**src/rtl/gige_regs_pkg.sv**
```systemverilog
// Package with register offsets, field positions and reset values of the gigabit register group.
package gige_regs_pkg;

  // ****************************************************************
  // Register offsets
  // ****************************************************************
  localparam logic [4:0] ADDR_EXPANSION    = 5'h06;
  localparam logic [4:0] ADDR_NP_TRANSMIT  = 5'h07;
  localparam logic [4:0] ADDR_NP_RECEIVE   = 5'h08;
  localparam logic [4:0] ADDR_GIG_CONTROL  = 5'h09;
  localparam logic [4:0] ADDR_GIG_STATUS   = 5'h0A;

  // ****************************************************************
  // Field positions
  // ****************************************************************
  localparam int EXP_PDF_BIT     = 4;
  localparam int EXP_LPNP_BIT    = 3;
  localparam int EXP_LOCNP_BIT   = 2;
  localparam int EXP_PAGERX_BIT  = 1;
  localparam int EXP_LPAN_BIT    = 0;
  localparam int NP_MORE_BIT     = 15;
  localparam int NP_ACK_BIT      = 14;
  localparam int NP_MSG_BIT      = 13;
  localparam int NP_ACK2_BIT     = 12;
  localparam int NP_TOGGLE_BIT   = 11;
  localparam int CTL_TEST_LSB    = 13;
  localparam int CTL_MANUAL_BIT  = 12;
  localparam int CTL_MSVAL_BIT   = 11;
  localparam int CTL_PORT_BIT    = 10;
  localparam int CTL_FDX_BIT     = 9;
  localparam int CTL_HDX_BIT     = 8;
  localparam int ST_FAULT_BIT    = 15;
  localparam int ST_MASTER_BIT   = 14;
  localparam int ST_LOCRX_BIT    = 13;
  localparam int ST_REMRX_BIT    = 12;
  localparam int ST_LPFDX_BIT    = 11;
  localparam int ST_LPHDX_BIT    = 10;

  // ****************************************************************
  // Reset values, write masks, idle count limit and test modes
  // ****************************************************************
  localparam logic [15:0] NP_TRANSMIT_RESET = 16'h2001;
  localparam logic [15:0] NP_TRANSMIT_WMASK = 16'hB7FF;
  localparam logic [15:0] GIG_CONTROL_RESET = 16'h0700;
  localparam logic [15:0] GIG_CONTROL_WMASK = 16'hFFFF;
  localparam logic [7:0]  IDLE_COUNT_MAX    = 8'hFF;

  typedef enum logic [2:0] {
    TEST_NORMAL,
    TEST_WAVEFORM,
    TEST_JITTER_MASTER,
    TEST_JITTER_SLAVE,
    TEST_DISTORTION
  } test_mode_t;

endpackage

```
**src/rtl/status_if.sv**
```systemverilog
// Interface carrying negotiation status between the register bank and its latch module.
`timescale 1ns/1ps
interface status_if;
  logic       fault_event;
  logic       ms_fault_event;
  logic       page_event;
  logic       idle_error;
  logic       clr_expansion;
  logic       clr_status;
  logic       pdf_latched;
  logic       page_latched;
  logic       ms_fault_latched;
  logic [7:0] idle_count;

  modport bank (
    output fault_event, ms_fault_event, page_event, idle_error, clr_expansion, clr_status,
    input  pdf_latched, page_latched, ms_fault_latched, idle_count
  );
  modport latch (
    input  fault_event, ms_fault_event, page_event, idle_error, clr_expansion, clr_status,
    output pdf_latched, page_latched, ms_fault_latched, idle_count
  );
endinterface

```
**src/rtl/gige_regs.sv**
```systemverilog
// Register bank for autonegotiation expansion, next page words and gigabit control and status.
//
// Chosen here: the address-and-strobe port.
`timescale 1ns/1ps

// Behaviour
// - Parallel detection fault bit 4 latches high until the expansion register is read.
// - Expansion bit 3 shows the link partner is next page capable.
// - Expansion bit 2 reads one: local port supports next pages.
// - Expansion bit 1 latches a received page until the register is read.
// - Expansion bit 0 shows partner autonegotiation ability; bits 15:5 read zero.
// - Next page word: more pages, message page, acknowledge 2, code; resets 0x2001.
// - Transmit toggle bit 11 is inverse of previous transmitted codeword toggle.
// - Received next page register is read-only and mirrors partner's word, reset zero.
// - Received bit 12 reads one when partner complies with the request.
// - Test mode field 15:13 selects normal or modes 1 to 4; higher reserved.
// - Master/slave value bit 11 is honoured only while manual bit 12 is set.
// - Gigabit full and half duplex advertised from bits 9 and 8; reset one.
// - Status bit 15 latches master/slave configuration fault until read.
// - Status bit 14 shows master resolution, reset one, gigabit copper only.
// - Resolution bit keeps the initial result despite later timing role swaps.
// - Status bit 13 shows local receiver operating normally.
// - Status bit 12 shows remote receiver is OK.
// - Status bits 11 and 10 show partner gigabit full and half duplex.
// - Registers are 16 bits; latched bits hold until read, then follow condition.
module gige_regs (
  // Clock and reset
  input  wire logic        clk_sys,
  input  wire logic        reset_n,
  // Register port
  input  wire logic [4:0]  reg_addr,
  input  wire logic [15:0] reg_wdata,
  input  wire logic        reg_write,
  input  wire logic        reg_read,
  output logic      [15:0] reg_rdata,
  // Negotiation engine status
  input  wire logic        parallel_fault,
  input  wire logic        link_partner_np_able,
  input  wire logic        page_received,
  input  wire logic        link_partner_an_able,
  input  wire logic        codeword_sent,
  input  wire logic        codeword_toggle,
  input  wire logic        partner_page_valid,
  input  wire logic [15:0] partner_page,
  input  wire logic        resolution_valid,
  input  wire logic        resolved_master,
  input  wire logic        ms_config_fault,
  input  wire logic        local_rx_ok,
  input  wire logic        remote_rx_ok,
  input  wire logic        link_partner_gig_fdx,
  input  wire logic        link_partner_gig_hdx,
  input  wire logic        idle_error,
  // Controls to the negotiation engine and PMA
  output logic      [2:0]  test_mode,
  output logic             force_ms,
  output logic             force_master,
  output logic             adv_gig_fdx,
  output logic             adv_gig_hdx,
  output logic             multi_port,
  output logic      [15:0] np_word
);

  // ****************************************************************
  // Decode and carrier
  // ****************************************************************
  function automatic logic hit(input logic [4:0] a, input logic [4:0] reg_offset);
    hit = (a == reg_offset);
  endfunction

  // Software and the engine see the same transmit word, with the toggle spliced in.
  function automatic logic [15:0] tx_view(input logic [15:0] word, input logic toggle);
    tx_view = {word[15:12], toggle, word[10:0]};
  endfunction

  status_if st ();

  status_latch status_latch_i (
    .clk_sys (clk_sys),
    .reset_n (reset_n),
    .st      (st)
  );

  logic [15:0] np_transmit;
  logic [15:0] gig_control;
  logic        tx_toggle;
  logic [15:0] partner_word;
  logic        ms_resolution;
  logic        resolution_seen;
  logic [15:0] next_rdata;

  assign st.fault_event    = parallel_fault;
  assign st.ms_fault_event = ms_config_fault;
  assign st.page_event     = page_received;
  assign st.idle_error     = idle_error;
  assign st.clr_expansion  = reg_read && hit(reg_addr, gige_regs_pkg::ADDR_EXPANSION);
  assign st.clr_status     = reg_read && hit(reg_addr, gige_regs_pkg::ADDR_GIG_STATUS);

  // ****************************************************************
  // Writable registers
  // ****************************************************************
  always_ff @(posedge clk_sys or negedge reset_n) begin
    if (!reset_n) begin
      np_transmit <= gige_regs_pkg::NP_TRANSMIT_RESET;
    end else if (reg_write && hit(reg_addr, gige_regs_pkg::ADDR_NP_TRANSMIT)) begin
      np_transmit <= reg_wdata & gige_regs_pkg::NP_TRANSMIT_WMASK;
    end
  end

  // The whole control word is read/write; reserved bits 7:0 simply store.
  always_ff @(posedge clk_sys or negedge reset_n) begin
    if (!reset_n) begin
      gig_control <= gige_regs_pkg::GIG_CONTROL_RESET;
    end else if (reg_write && hit(reg_addr, gige_regs_pkg::ADDR_GIG_CONTROL)) begin
      gig_control <= reg_wdata & gige_regs_pkg::GIG_CONTROL_WMASK;
    end
  end

  // ****************************************************************
  // Engine-fed state
  // ****************************************************************
  always_ff @(posedge clk_sys or negedge reset_n) begin
    if (!reset_n) begin
      tx_toggle <= 1'b0;
    end else if (codeword_sent) begin
      tx_toggle <= ~codeword_toggle;
    end
  end

  always_ff @(posedge clk_sys or negedge reset_n) begin
    if (!reset_n) begin
      partner_word <= 16'h0000;
    end else if (partner_page_valid) begin
      partner_word <= partner_page;
    end
  end

  // Only the first resolution after reset is captured, so a later swap of the
  // timing roles leaves the result reported in status bit 14 alone.
  always_ff @(posedge clk_sys or negedge reset_n) begin
    if (!reset_n) begin
      ms_resolution   <= 1'b1;
      resolution_seen <= 1'b0;
    end else if (resolution_valid && !resolution_seen) begin
      ms_resolution   <= resolved_master;
      resolution_seen <= 1'b1;
    end
  end

  // ****************************************************************
  // Controls out
  // ****************************************************************
  always_ff @(posedge clk_sys or negedge reset_n) begin
    if (!reset_n) begin
      test_mode <= 3'h0;
    end else if (gig_control[15:13] > gige_regs_pkg::TEST_DISTORTION) begin
      test_mode <= 3'h0;
    end else begin
      test_mode <= gig_control[15:13];
    end
  end

  always_ff @(posedge clk_sys or negedge reset_n) begin
    if (!reset_n) begin
      force_ms     <= 1'b0;
      force_master <= 1'b0;
    end else begin
      force_ms     <= gig_control[gige_regs_pkg::CTL_MANUAL_BIT];
      force_master <= gig_control[gige_regs_pkg::CTL_MANUAL_BIT] & gig_control[gige_regs_pkg::CTL_MSVAL_BIT];
    end
  end

  always_ff @(posedge clk_sys or negedge reset_n) begin
    if (!reset_n) begin
      adv_gig_fdx <= 1'b1;
      adv_gig_hdx <= 1'b1;
      multi_port  <= 1'b1;
    end else begin
      adv_gig_fdx <= gig_control[gige_regs_pkg::CTL_FDX_BIT];
      adv_gig_hdx <= gig_control[gige_regs_pkg::CTL_HDX_BIT];
      multi_port  <= gig_control[gige_regs_pkg::CTL_PORT_BIT];
    end
  end

  always_ff @(posedge clk_sys or negedge reset_n) begin
    if (!reset_n) begin
      np_word <= gige_regs_pkg::NP_TRANSMIT_RESET;
    end else begin
      np_word <= tx_view(np_transmit, tx_toggle);
    end
  end

  // ****************************************************************
  // Read mux
  // ****************************************************************
  always_comb begin
    next_rdata = 16'h0000;
    case (reg_addr)
      gige_regs_pkg::ADDR_EXPANSION: begin
        next_rdata[gige_regs_pkg::EXP_PDF_BIT]    = st.pdf_latched;
        next_rdata[gige_regs_pkg::EXP_LPNP_BIT]   = link_partner_np_able;
        next_rdata[gige_regs_pkg::EXP_LOCNP_BIT]  = 1'b1;
        next_rdata[gige_regs_pkg::EXP_PAGERX_BIT] = st.page_latched;
        next_rdata[gige_regs_pkg::EXP_LPAN_BIT]   = link_partner_an_able;
      end
      gige_regs_pkg::ADDR_NP_TRANSMIT: begin
        next_rdata = tx_view(np_transmit, tx_toggle);
      end
      gige_regs_pkg::ADDR_NP_RECEIVE: begin
        next_rdata = partner_word;
      end
      gige_regs_pkg::ADDR_GIG_CONTROL: begin
        next_rdata = gig_control;
      end
      gige_regs_pkg::ADDR_GIG_STATUS: begin
        next_rdata[gige_regs_pkg::ST_FAULT_BIT]  = st.ms_fault_latched;
        next_rdata[gige_regs_pkg::ST_MASTER_BIT] = ms_resolution;
        next_rdata[gige_regs_pkg::ST_LOCRX_BIT]  = local_rx_ok;
        next_rdata[gige_regs_pkg::ST_REMRX_BIT]  = remote_rx_ok;
        next_rdata[gige_regs_pkg::ST_LPFDX_BIT]  = link_partner_gig_fdx;
        next_rdata[gige_regs_pkg::ST_LPHDX_BIT]  = link_partner_gig_hdx;
        next_rdata[7:0]                          = st.idle_count;
      end
      default: begin
        next_rdata = 16'h0000;
      end
    endcase
  end

  // Read data stands only in the cycle after the strobe.
  always_ff @(posedge clk_sys or negedge reset_n) begin
    if (!reset_n) begin
      reg_rdata <= 16'h0000;
    end else if (reg_read) begin
      reg_rdata <= next_rdata;
    end else begin
      reg_rdata <= 16'h0000;
    end
  end

  // ****************************************************************
  // Checks
  // ****************************************************************
  // Read answers are checked one cycle after the strobe that asked for them, through $past or through |=>.
  a_pdf_read_back: assert property (@(posedge clk_sys) disable iff (!reset_n)
    parallel_fault ##1 reg_read && hit(reg_addr, gige_regs_pkg::ADDR_EXPANSION)
    |=> reg_rdata[4])
    else $error("parallel fault not reported");

  a_exp_reserved_zero: assert property (@(posedge clk_sys) disable iff (!reset_n)
    $past(reg_read) && $past(reg_addr) == gige_regs_pkg::ADDR_EXPANSION
    |-> reg_rdata[15:5] == 11'h000 && reg_rdata[2])
    else $error("expansion reserved or local bit wrong");

  a_expansion_live: assert property (@(posedge clk_sys) disable iff (!reset_n)
    $past(reg_read) && $past(reg_addr) == gige_regs_pkg::ADDR_EXPANSION
    |-> reg_rdata[3] == $past(link_partner_np_able) && reg_rdata[0] == $past(link_partner_an_able))
    else $error("partner abilities not shown in expansion");

  a_page_latch_read: assert property (@(posedge clk_sys) disable iff (!reset_n)
    page_received ##1 reg_read && hit(reg_addr, gige_regs_pkg::ADDR_EXPANSION)
    |=> reg_rdata[1])
    else $error("page received not latched");

  a_toggle_inverse: assert property (@(posedge clk_sys) disable iff (!reset_n)
    codeword_sent |=> tx_toggle == !$past(codeword_toggle))
    else $error("toggle not inverted");

  a_tx_readback: assert property (@(posedge clk_sys) disable iff (!reset_n)
    $past(reg_read) && $past(reg_addr) == gige_regs_pkg::ADDR_NP_TRANSMIT
    |-> reg_rdata[14] == 1'b0 && reg_rdata[11] == $past(tx_toggle))
    else $error("transmit page reserved or toggle bit wrong");

  a_tx_write: assert property (@(posedge clk_sys) disable iff (!reset_n)
    reg_write && hit(reg_addr, gige_regs_pkg::ADDR_NP_TRANSMIT) |=> np_transmit == ($past(reg_wdata) & 16'hB7FF))
    else $error("transmit page write not stored under its mask");

  a_np_word_follow: assert property (@(posedge clk_sys) disable iff (!reset_n)
    1'b1 |=> np_word[15:12] == $past(np_transmit[15:12]) && np_word[10:0] == $past(np_transmit[10:0])
    && np_word[11] == $past(tx_toggle))
    else $error("transmitted next page word stale");

  a_np_readonly: assert property (@(posedge clk_sys) disable iff (!reset_n)
    !partner_page_valid |=> $stable(partner_word))
    else $error("received page changed without a page");

  a_partner_capture: assert property (@(posedge clk_sys) disable iff (!reset_n)
    partner_page_valid |=> partner_word == $past(partner_page))
    else $error("partner page not captured");

  a_control_write: assert property (@(posedge clk_sys) disable iff (!reset_n)
    reg_write && hit(reg_addr, gige_regs_pkg::ADDR_GIG_CONTROL) |=> gig_control == $past(reg_wdata))
    else $error("control write not stored");

  a_test_reserved: assert property (@(posedge clk_sys) disable iff (!reset_n)
    gig_control[15:13] > 3'h4 |=> test_mode == 3'h0)
    else $error("reserved test mode applied");

  a_test_follow: assert property (@(posedge clk_sys) disable iff (!reset_n)
    gig_control[15:13] < 3'h5 |=> test_mode == $past(gig_control[15:13]))
    else $error("test mode not applied");

  a_ms_manual: assert property (@(posedge clk_sys) disable iff (!reset_n)
    !gig_control[12] |=> !force_master && !force_ms)
    else $error("master forced without manual enable");

  a_ms_forced: assert property (@(posedge clk_sys) disable iff (!reset_n)
    gig_control[12] |=> force_ms && force_master == $past(gig_control[11]))
    else $error("manual master/slave value not honoured");

  a_adv_follow: assert property (@(posedge clk_sys) disable iff (!reset_n)
    1'b1 |=> adv_gig_fdx == $past(gig_control[9]) && adv_gig_hdx == $past(gig_control[8]))
    else $error("advertised gigabit duplex stale");

  a_ms_fault_read: assert property (@(posedge clk_sys) disable iff (!reset_n)
    ms_config_fault ##1 reg_read && hit(reg_addr, gige_regs_pkg::ADDR_GIG_STATUS)
    |=> reg_rdata[15])
    else $error("master/slave fault not latched");

  a_resolution_first: assert property (@(posedge clk_sys) disable iff (!reset_n)
    resolution_valid && !resolution_seen |=> ms_resolution == $past(resolved_master))
    else $error("first resolution not captured");

  a_resolution_sticky: assert property (@(posedge clk_sys) disable iff (!reset_n)
    resolution_seen |=> $stable(ms_resolution))
    else $error("resolution changed after first result");

  a_status_live: assert property (@(posedge clk_sys) disable iff (!reset_n)
    $past(reg_read) && $past(reg_addr) == gige_regs_pkg::ADDR_GIG_STATUS
    |-> reg_rdata[13] == $past(local_rx_ok) && reg_rdata[12] == $past(remote_rx_ok) && reg_rdata[9:8] == 2'b00
    && reg_rdata[11] == $past(link_partner_gig_fdx) && reg_rdata[10] == $past(link_partner_gig_hdx))
    else $error("receiver or partner gigabit status not shown");

  a_idle_clear: assert property (@(posedge clk_sys) disable iff (!reset_n)
    reg_read && hit(reg_addr, gige_regs_pkg::ADDR_GIG_STATUS) && !idle_error |=> st.idle_count == 8'h00)
    else $error("idle error count not cleared by read");

  a_unmapped_zero: assert property (@(posedge clk_sys) disable iff (!reset_n)
    $past(reg_read) && $past(reg_addr) > gige_regs_pkg::ADDR_GIG_STATUS |-> reg_rdata == 16'h0000)
    else $error("unmapped register read not zero");

  a_read_one_cycle: assert property (@(posedge clk_sys) disable iff (!reset_n)
    !reg_read |=> reg_rdata == 16'h0000)
    else $error("read data outside answer cycle");

endmodule

```
**src/rtl/status_latch.sv**
```systemverilog
// Sticky status bits and saturating idle error counter, cleared by management reads.
`timescale 1ns/1ps
module status_latch (
  // Clock and reset
  input wire logic clk_sys,
  input wire logic reset_n,
  // Status carrier
  status_if.latch  st
);

  // An event in the read cycle survives: the set term wins over the clear.
  always_ff @(posedge clk_sys or negedge reset_n) begin
    if (!reset_n) begin
      st.pdf_latched <= 1'b0;
    end else begin
      st.pdf_latched <= st.fault_event | (st.pdf_latched & ~st.clr_expansion);
    end
  end

  always_ff @(posedge clk_sys or negedge reset_n) begin
    if (!reset_n) begin
      st.page_latched <= 1'b0;
    end else begin
      st.page_latched <= st.page_event | (st.page_latched & ~st.clr_expansion);
    end
  end

  always_ff @(posedge clk_sys or negedge reset_n) begin
    if (!reset_n) begin
      st.ms_fault_latched <= 1'b0;
    end else begin
      st.ms_fault_latched <= st.ms_fault_event | (st.ms_fault_latched & ~st.clr_status);
    end
  end

  always_ff @(posedge clk_sys or negedge reset_n) begin
    if (!reset_n) begin
      st.idle_count <= 8'h00;
    end else if (st.clr_status) begin
      st.idle_count <= st.idle_error ? 8'h01 : 8'h00;
    end else if (st.idle_error && st.idle_count != gige_regs_pkg::IDLE_COUNT_MAX) begin
      st.idle_count <= st.idle_count + 8'h01;
    end
  end

  a_pdf_hold: assert property (@(posedge clk_sys) disable iff (!reset_n)
    st.pdf_latched && !st.clr_expansion |=> st.pdf_latched)
    else $error("parallel fault flag dropped without a read");

  a_idle_saturate: assert property (@(posedge clk_sys) disable iff (!reset_n)
    st.idle_count == 8'hFF && !st.clr_status |=> st.idle_count == 8'hFF)
    else $error("idle error count wrapped");

endmodule

```
**config.mk**
```make
export PLATFORM = sky130hd
export DESIGN_NAME = gige_regs
export DESIGN_NICKNAME = d
export VERILOG_FILES = /design/src/rtl/gige_regs_pkg.sv /design/src/rtl/status_if.sv /design/src/rtl/gige_regs.sv /design/src/rtl/status_latch.sv
export SDC_FILE = /design/constraint.sdc
export NUM_CORES = 1
export LEC_CHECK = 0
export ABC_CLOCK_PERIOD_IN_PS = 2200
export BUFFER_PORTS_ARGS = -buffer_cell sky130_fd_sc_hd__buf_4
export CAP_MARGIN = 20
export CELL_PAD_IN_SITES_DETAIL_PLACEMENT = 0
export CELL_PAD_IN_SITES_GLOBAL_PLACEMENT = 1
export CORE_AREA = 4 4 99 101
export DETAILED_ROUTE_END_ITERATION = 12
export DIE_AREA = 0 0 103 105
export PLACE_DENSITY_LB_ADDON = 0.1
export SYNTH_ARGS = -nofsm -noshare
export SYNTH_HDL_FRONTEND = slang
export SYNTH_SLANG_ARGS = --single-unit
```
**constraint.sdc**
```tcl
create_clock -name clk_sys -period 2.2 [get_ports clk_sys]
set_clock_uncertainty 0.05 [all_clocks]
set_input_delay 0.22 -clock clk_sys [delete_from_list [all_inputs] [get_ports clk_sys]]
set_output_delay 0.22 -clock clk_sys [all_outputs]
set_load 0.005 [all_outputs]
```
======== Word-level counts from Yosys, hierarchy flattened ========
Index checks and enable logic that the tools add are counted.
operators by class
  muxes and demuxes ....................... 9
  reduce and logical (&&, ||, !) cells .... 8
  order comparisons ....................... 1
  $add $sub $neg .......................... 1
  bitwise logic cells ..................... 10
  equal/unequal tests ..................... 6
operator list
  cell                                                   count
  one-hot mux 5 bit (5 select lines)                     1
  one-hot mux 6 bit (4 select lines)                     1
  two-way mux 16 bit                                     1
  two-way mux 8 bit                                      2
  equality test 5 x 4 -> 1 bit (second input constant)   3
  one-hot mux 3 bit (4 select lines)                     1
  equality test 5 x 3 -> 1 bit (second input constant)   2
  adder 8 x 1 -> 8 bit (second input constant)           1
  inequality test 8 bit (second input constant)          1
  logical AND 1 bit                                      6
  one-hot mux 2 bit (3 select lines)                     1
  AND 1 bit                                              4
  greater-than comparator 3 bit (second input constant)  1
  two-way mux 3 bit                                      1
  NOT 1 bit                                              3
  OR 1 bit                                               3
  nonzero test 2 bit                                     1
  zero test 1 bit                                        1
  two-way mux 1 bit                                      1
word-level totals
  output and inout bits ................... 40
  register bits after elaboration ......... 99
  logic and storage cells ................. 53
  bits of input ports ..................... 56

======== Logic depth before layout (Yosys ltp) ========
  word-level depth ........................ 5
  depth in mapped cells ................... 6
  mapped depth without buffers ............ 5

======== By module ========
From an unflattened synthesis, not the netlist that was laid out.
second synthesis, totals
  cells, all modules ...................... 308
  area total of the unflattened synthesis .. 4286.6 um^2
by module, submodules not included
  module        area an instance (um^2)  instances  cells each  seq. area each (um^2)
  gige_regs     3676.0                   1          250         2215.9
  status_latch  610.6                    1          58          275.3

======== Worst setup path before layout ========
No wires, ideal clock.
  path type ............................... register to register
  from .................................... register status_latch_i.st.idle_count[0]
  to ...................................... register status_latch_i.st.idle_count[1]
  arrival time ............................ 1.211 ns
  path slack .............................. 0.801 ns
  setup time .............................. 0.137 ns
  stages on the path, launching flop included .. 6
  required time ........................... 2.013 ns
  path buffers ............................ 0
  clock period less this slack ............ 1.399 ns
  path through ............................ dfrtp_1 ha_1 nand3_1 o21ai_0 mux2i_1 nor2_1
on the way
  word-level cells in the longest chain between the ends .. 3
  elaborated cells on any way between the ends .. 6
  classes of those cells .................. add/sub: 1; eq/ne: 1; mux: 2; reduce/logical: 2
RTL lines
  element                                                        line                                    RTL
  start, declared                                                status_if.sv:21                         output pdf_latched, page_latched, ms_fault_latched, idle_count
  start signal, assigned                                         status_latch.sv:40                      st.idle_count <= st.idle_error ? 8'h01 : 8'h00;
  start signal, assigned                                         status_latch.sv:42                      st.idle_count <= st.idle_count + 8'h01;
  adder 8 x 1 -> 8 bit or inequality test 8 bit (tied branches)  status_latch.sv:42, status_latch.sv:41
  two-way mux 8 bit or logical AND 1 bit (tied branches)         status_latch.sv:41                      end else if (st.idle_error && st.idle_count != gige_regs_pkg::IDLE_COUNT_MAX) begin
  two-way mux 8 bit or nonzero test 2 bit (tied branches)        --
Several ways; a longest one is shown, not always the timed one. The select of a mux whose other input is x is not followed.
A chain may end at the register's enable or synchronous reset.

======== Worst setup path in the final report ========
Ends and elaborated chain as after synthesis.

==> impl_metrics.json <==
{
  "grt_max_degree": 41,
  "diodes": 0,
  "worstMarginPinSlew_ns": 0.532,
  "m1WireLength_um": 4020,
  "fp.dieW_um": 103,
  "htreeDepth": 3,
  "gp_congestion": 0.759,
  "timing.critical_path.to_type": "flip-flop",
  "post-cts-setup-buffers": 0,
  "num_io_pins": 96,
  "synth_fp_nets": 348,
  "ir_drop_mv": 0.462,
  "fin_area_um2": 5140,
  "wl_met3_um": 580,
  "yosys_warnings": 0,
  "rsz0062_at_grt": "false",
  "yosysTopAreaCellShare": 0.547,
  "p_per_area_nw_per_um2": 813,
  "finalCritPeriodShare": 0.750,
  "async_flop_share": 1.00,
  "ys_types": 43,
  "ant_nets": 0,
  "initial_core_util": 0.447,
  "grt_pass1_wl_um": 14900,
  "ys_seq_elements": 99,
  "cts.clk_slew.worst_paths_ns": 0.10,
  "hp-class": "input pin to flip-flop",
  "drt_iter0_drc": 112,
  "portBuffers": 94,
  "clock_path_buffers": 2,
  "holdCritStartpoint": "reg_wdata[14]",
  "vias_per_cell": 5.26,
  "syn_area_um2": 4030,
  "placed_cell_area_um2": 4870,
  "synthFlopType": "dfrtp_1",
  "ys_seq_area_frac": 0.618,
  "finalMaxSlewViolations": 0,
  "core-area_um2": 9020,
  "rows": 35,
  "cp.arrival_ns": 1.83,
  "p_total_mw": 4.18,
  "dp_hpwl_um": 6690,
  "setup_viol": 0,
  "regToRegEndpoint": "status_latch_i.st.idle_count[1]$_DFFE_PN0P_",
  "highest_layer": "met4",
  "min_to": "gig_control[14]$_DFFE_PN0P_",
  "syn2layout_area_growth_pct": 27.7,
  "syn_inst": 291,
  "pre_cts_ws_ns": 0.545,
  "finalHoldViolCount": 0,
  "maxCapViolCount": 0,
  "final_cell_mix": "buf_4 (104), dfrtp_1 (88), mux2_2 (60)",
  "grt_usage": 0.181,
  "drc": 0,
  "hold_depth": 2,
  "min_period_ns": 1.65,
  "final_common_cell": "buf_4",
  "clkLatencyLatePin_ns": 0.36,
  "path_max_fanout": 5,
  "synth_edf_count": 0,
  "reg2regPathDepth": 5,
  "required_ns": 2.38,
  "nNetsFinal": 456,
  "max_slew_margin": 0.643,
  "dr_wl_met2_um": 4630,
  "wl_per_cell_um": 18.1,
  "fmax_ghz": 0.606,
  "setup_ws_ns": 0.550,
  "vias": 2710,
  "cts.sinks": 99,
  "numCtsBuffers": 9,
  "r2r_start": "status_latch_i.st.idle_count[0]$_DFFE_PN0P_",
  "startpoint_type": "flip-flop",
  "grt_remaining_overflow": 0,
  "tns_ns": 0,
  "worstSetupPathType": "flip-flop to flip-flop",
  "die_h_um": 105,
  "status": "finished, final reports clean",
  "yosys-top-cells-area": "dfrtp_1 (55%), mux2_2 (17%), dfstp_2 (7.2%)",
  "grt_antenna_before_repair": 0,
  "root_buffer": "clkbuf_8",
  "power_leakage_nw": 2.36,
  "drive_gt1_frac": 0.493,
  "r2r_setup_slack_ns": 0.55,
  "die-area_um2": 10800,
  "drt_wl_total_um": 9310,
  "drt-pass1-iter-count": 5,
  "cts_tree": "done",
  "syn_area_per_cell_um2": 13.8,
  "grt_pass1_vias": 2747,
  "synth_top_cell_by_area": "dfrtp_1"
}
==> worst max path at each step <==
stage                                                      startpoint                                     endpoint  cells after the start
after detailed placement                                  reg_addr[0]                       reg_rdata[3]$_DFF_PN0_                      6
after CTS                 status_latch_i.st.idle_count[0]$_DFFE_PN0P_  status_latch_i.st.idle_count[1]$_DFFE_PN0P_                      5
after global routing      status_latch_i.st.idle_count[0]$_DFFE_PN0P_  status_latch_i.st.idle_count[1]$_DFFE_PN0P_                      5
after floorplan           status_latch_i.st.idle_count[0]$_DFFE_PN0P_  status_latch_i.st.idle_count[1]$_DFFE_PN0P_                      5
final                     status_latch_i.st.idle_count[0]$_DFFE_PN0P_  status_latch_i.st.idle_count[1]$_DFFE_PN0P_                      5
after global placement                                    reg_addr[0]     status_latch_i.st.page_latched$_DFF_PN0_                      5
==> per-stage QoR <==
stage                     std cells  hold slack [ns]   util
after floorplan                 291           -0.126      -
final                           515           0.0283  0.570
after global placement          492            0.135  0.540
after detailed placement        492            0.137  0.540
after CTS                       515           0.0153  0.570
after global routing            515          0.00414  0.570
==> timing repair <==
action / CTS / global route
gates resized for setup: 0 / 0
hold buffers: 7 / 0
hold endpoints to repair: 31 / 0
==> worst max-delay path, stage by stage (launching register included) <==
cell and delay, ns:
dfrtp_1 0.44, ha_1 0.26, nand3_1 0.11, o21ai_0 0.37, mux2i_1 0.23, nor2_1 0.05
==> cell type report <==
cell class,count,area (µm²)
repair buffers,112,871
clock inverters,6,75.1
multi-input cells,176,1440
well taps,111,139
inverters,1,3.75
fillers,770,3880
clock buffers,10,128
flip-flops and latches,99,2490
==> power breakdown <==
| group | switching [mW] | internal [mW] |
|---|---|---|
| Sequential | 0.230 | 2.12 |
| Clock | 0.636 | 0.542 |
| Combinational | 0.257 | 0.395 |
| Total | 1.12 | 3.06 |
==> layer usage <==
layer	GRT usage	vias to the layer above
met3	0.0527	7
li1	-	1261
met4	0.0333	0
met1	0.248	1360
met5	0	-
met2	0.287	82
==> cell families after synthesis <==
logic type	Yosys count	synth area share
buffers and inverters	16	0.0267
muxes	64	0.178
and+or+nand+nor	68	0.0985
AOI/OAI and AO/OA	42	0.0748
DFF	99	0.618
adders and majority gates	1	0.00311
other	1	0.000931
==> state kept, by name, summed over array words and instances, names as in the netlist <==
name	cells
test_mode	3
force_ms	1
status_latch_i.st.idle_count	8
partner_word	16
adv_gig_fdx	1
status_latch_i.st.page_latched	1
force_master	1
adv_gig_hdx	1
np_transmit	14
np_word	15
multi_port	1
status_latch_i.st.ms_fault_latched	1
ms_resolution	1
reg_rdata	16
resolution_seen	1
gig_control	16
tx_toggle	1
status_latch_i.st.pdf_latched	1
==> cells in the mapped netlist, types with 4 or more instances <==
master / count
a22oi_1: 10
buf_2: 4
dfrtp_1: 88
a222oi_1: 7
nand3_1: 5
o21ai_0: 4
a21o_1: 4
buf_4: 5
nor2_1: 20
mux2_2: 60
nor2b_1: 6
dfstp_2: 11
nor3_1: 8
a31oi_1: 4
a21oi_1: 7
nand2_1: 7
a21boi_1: 4
mux2i_1: 4
Note: power is estimated with default switching activity, not from simulation.
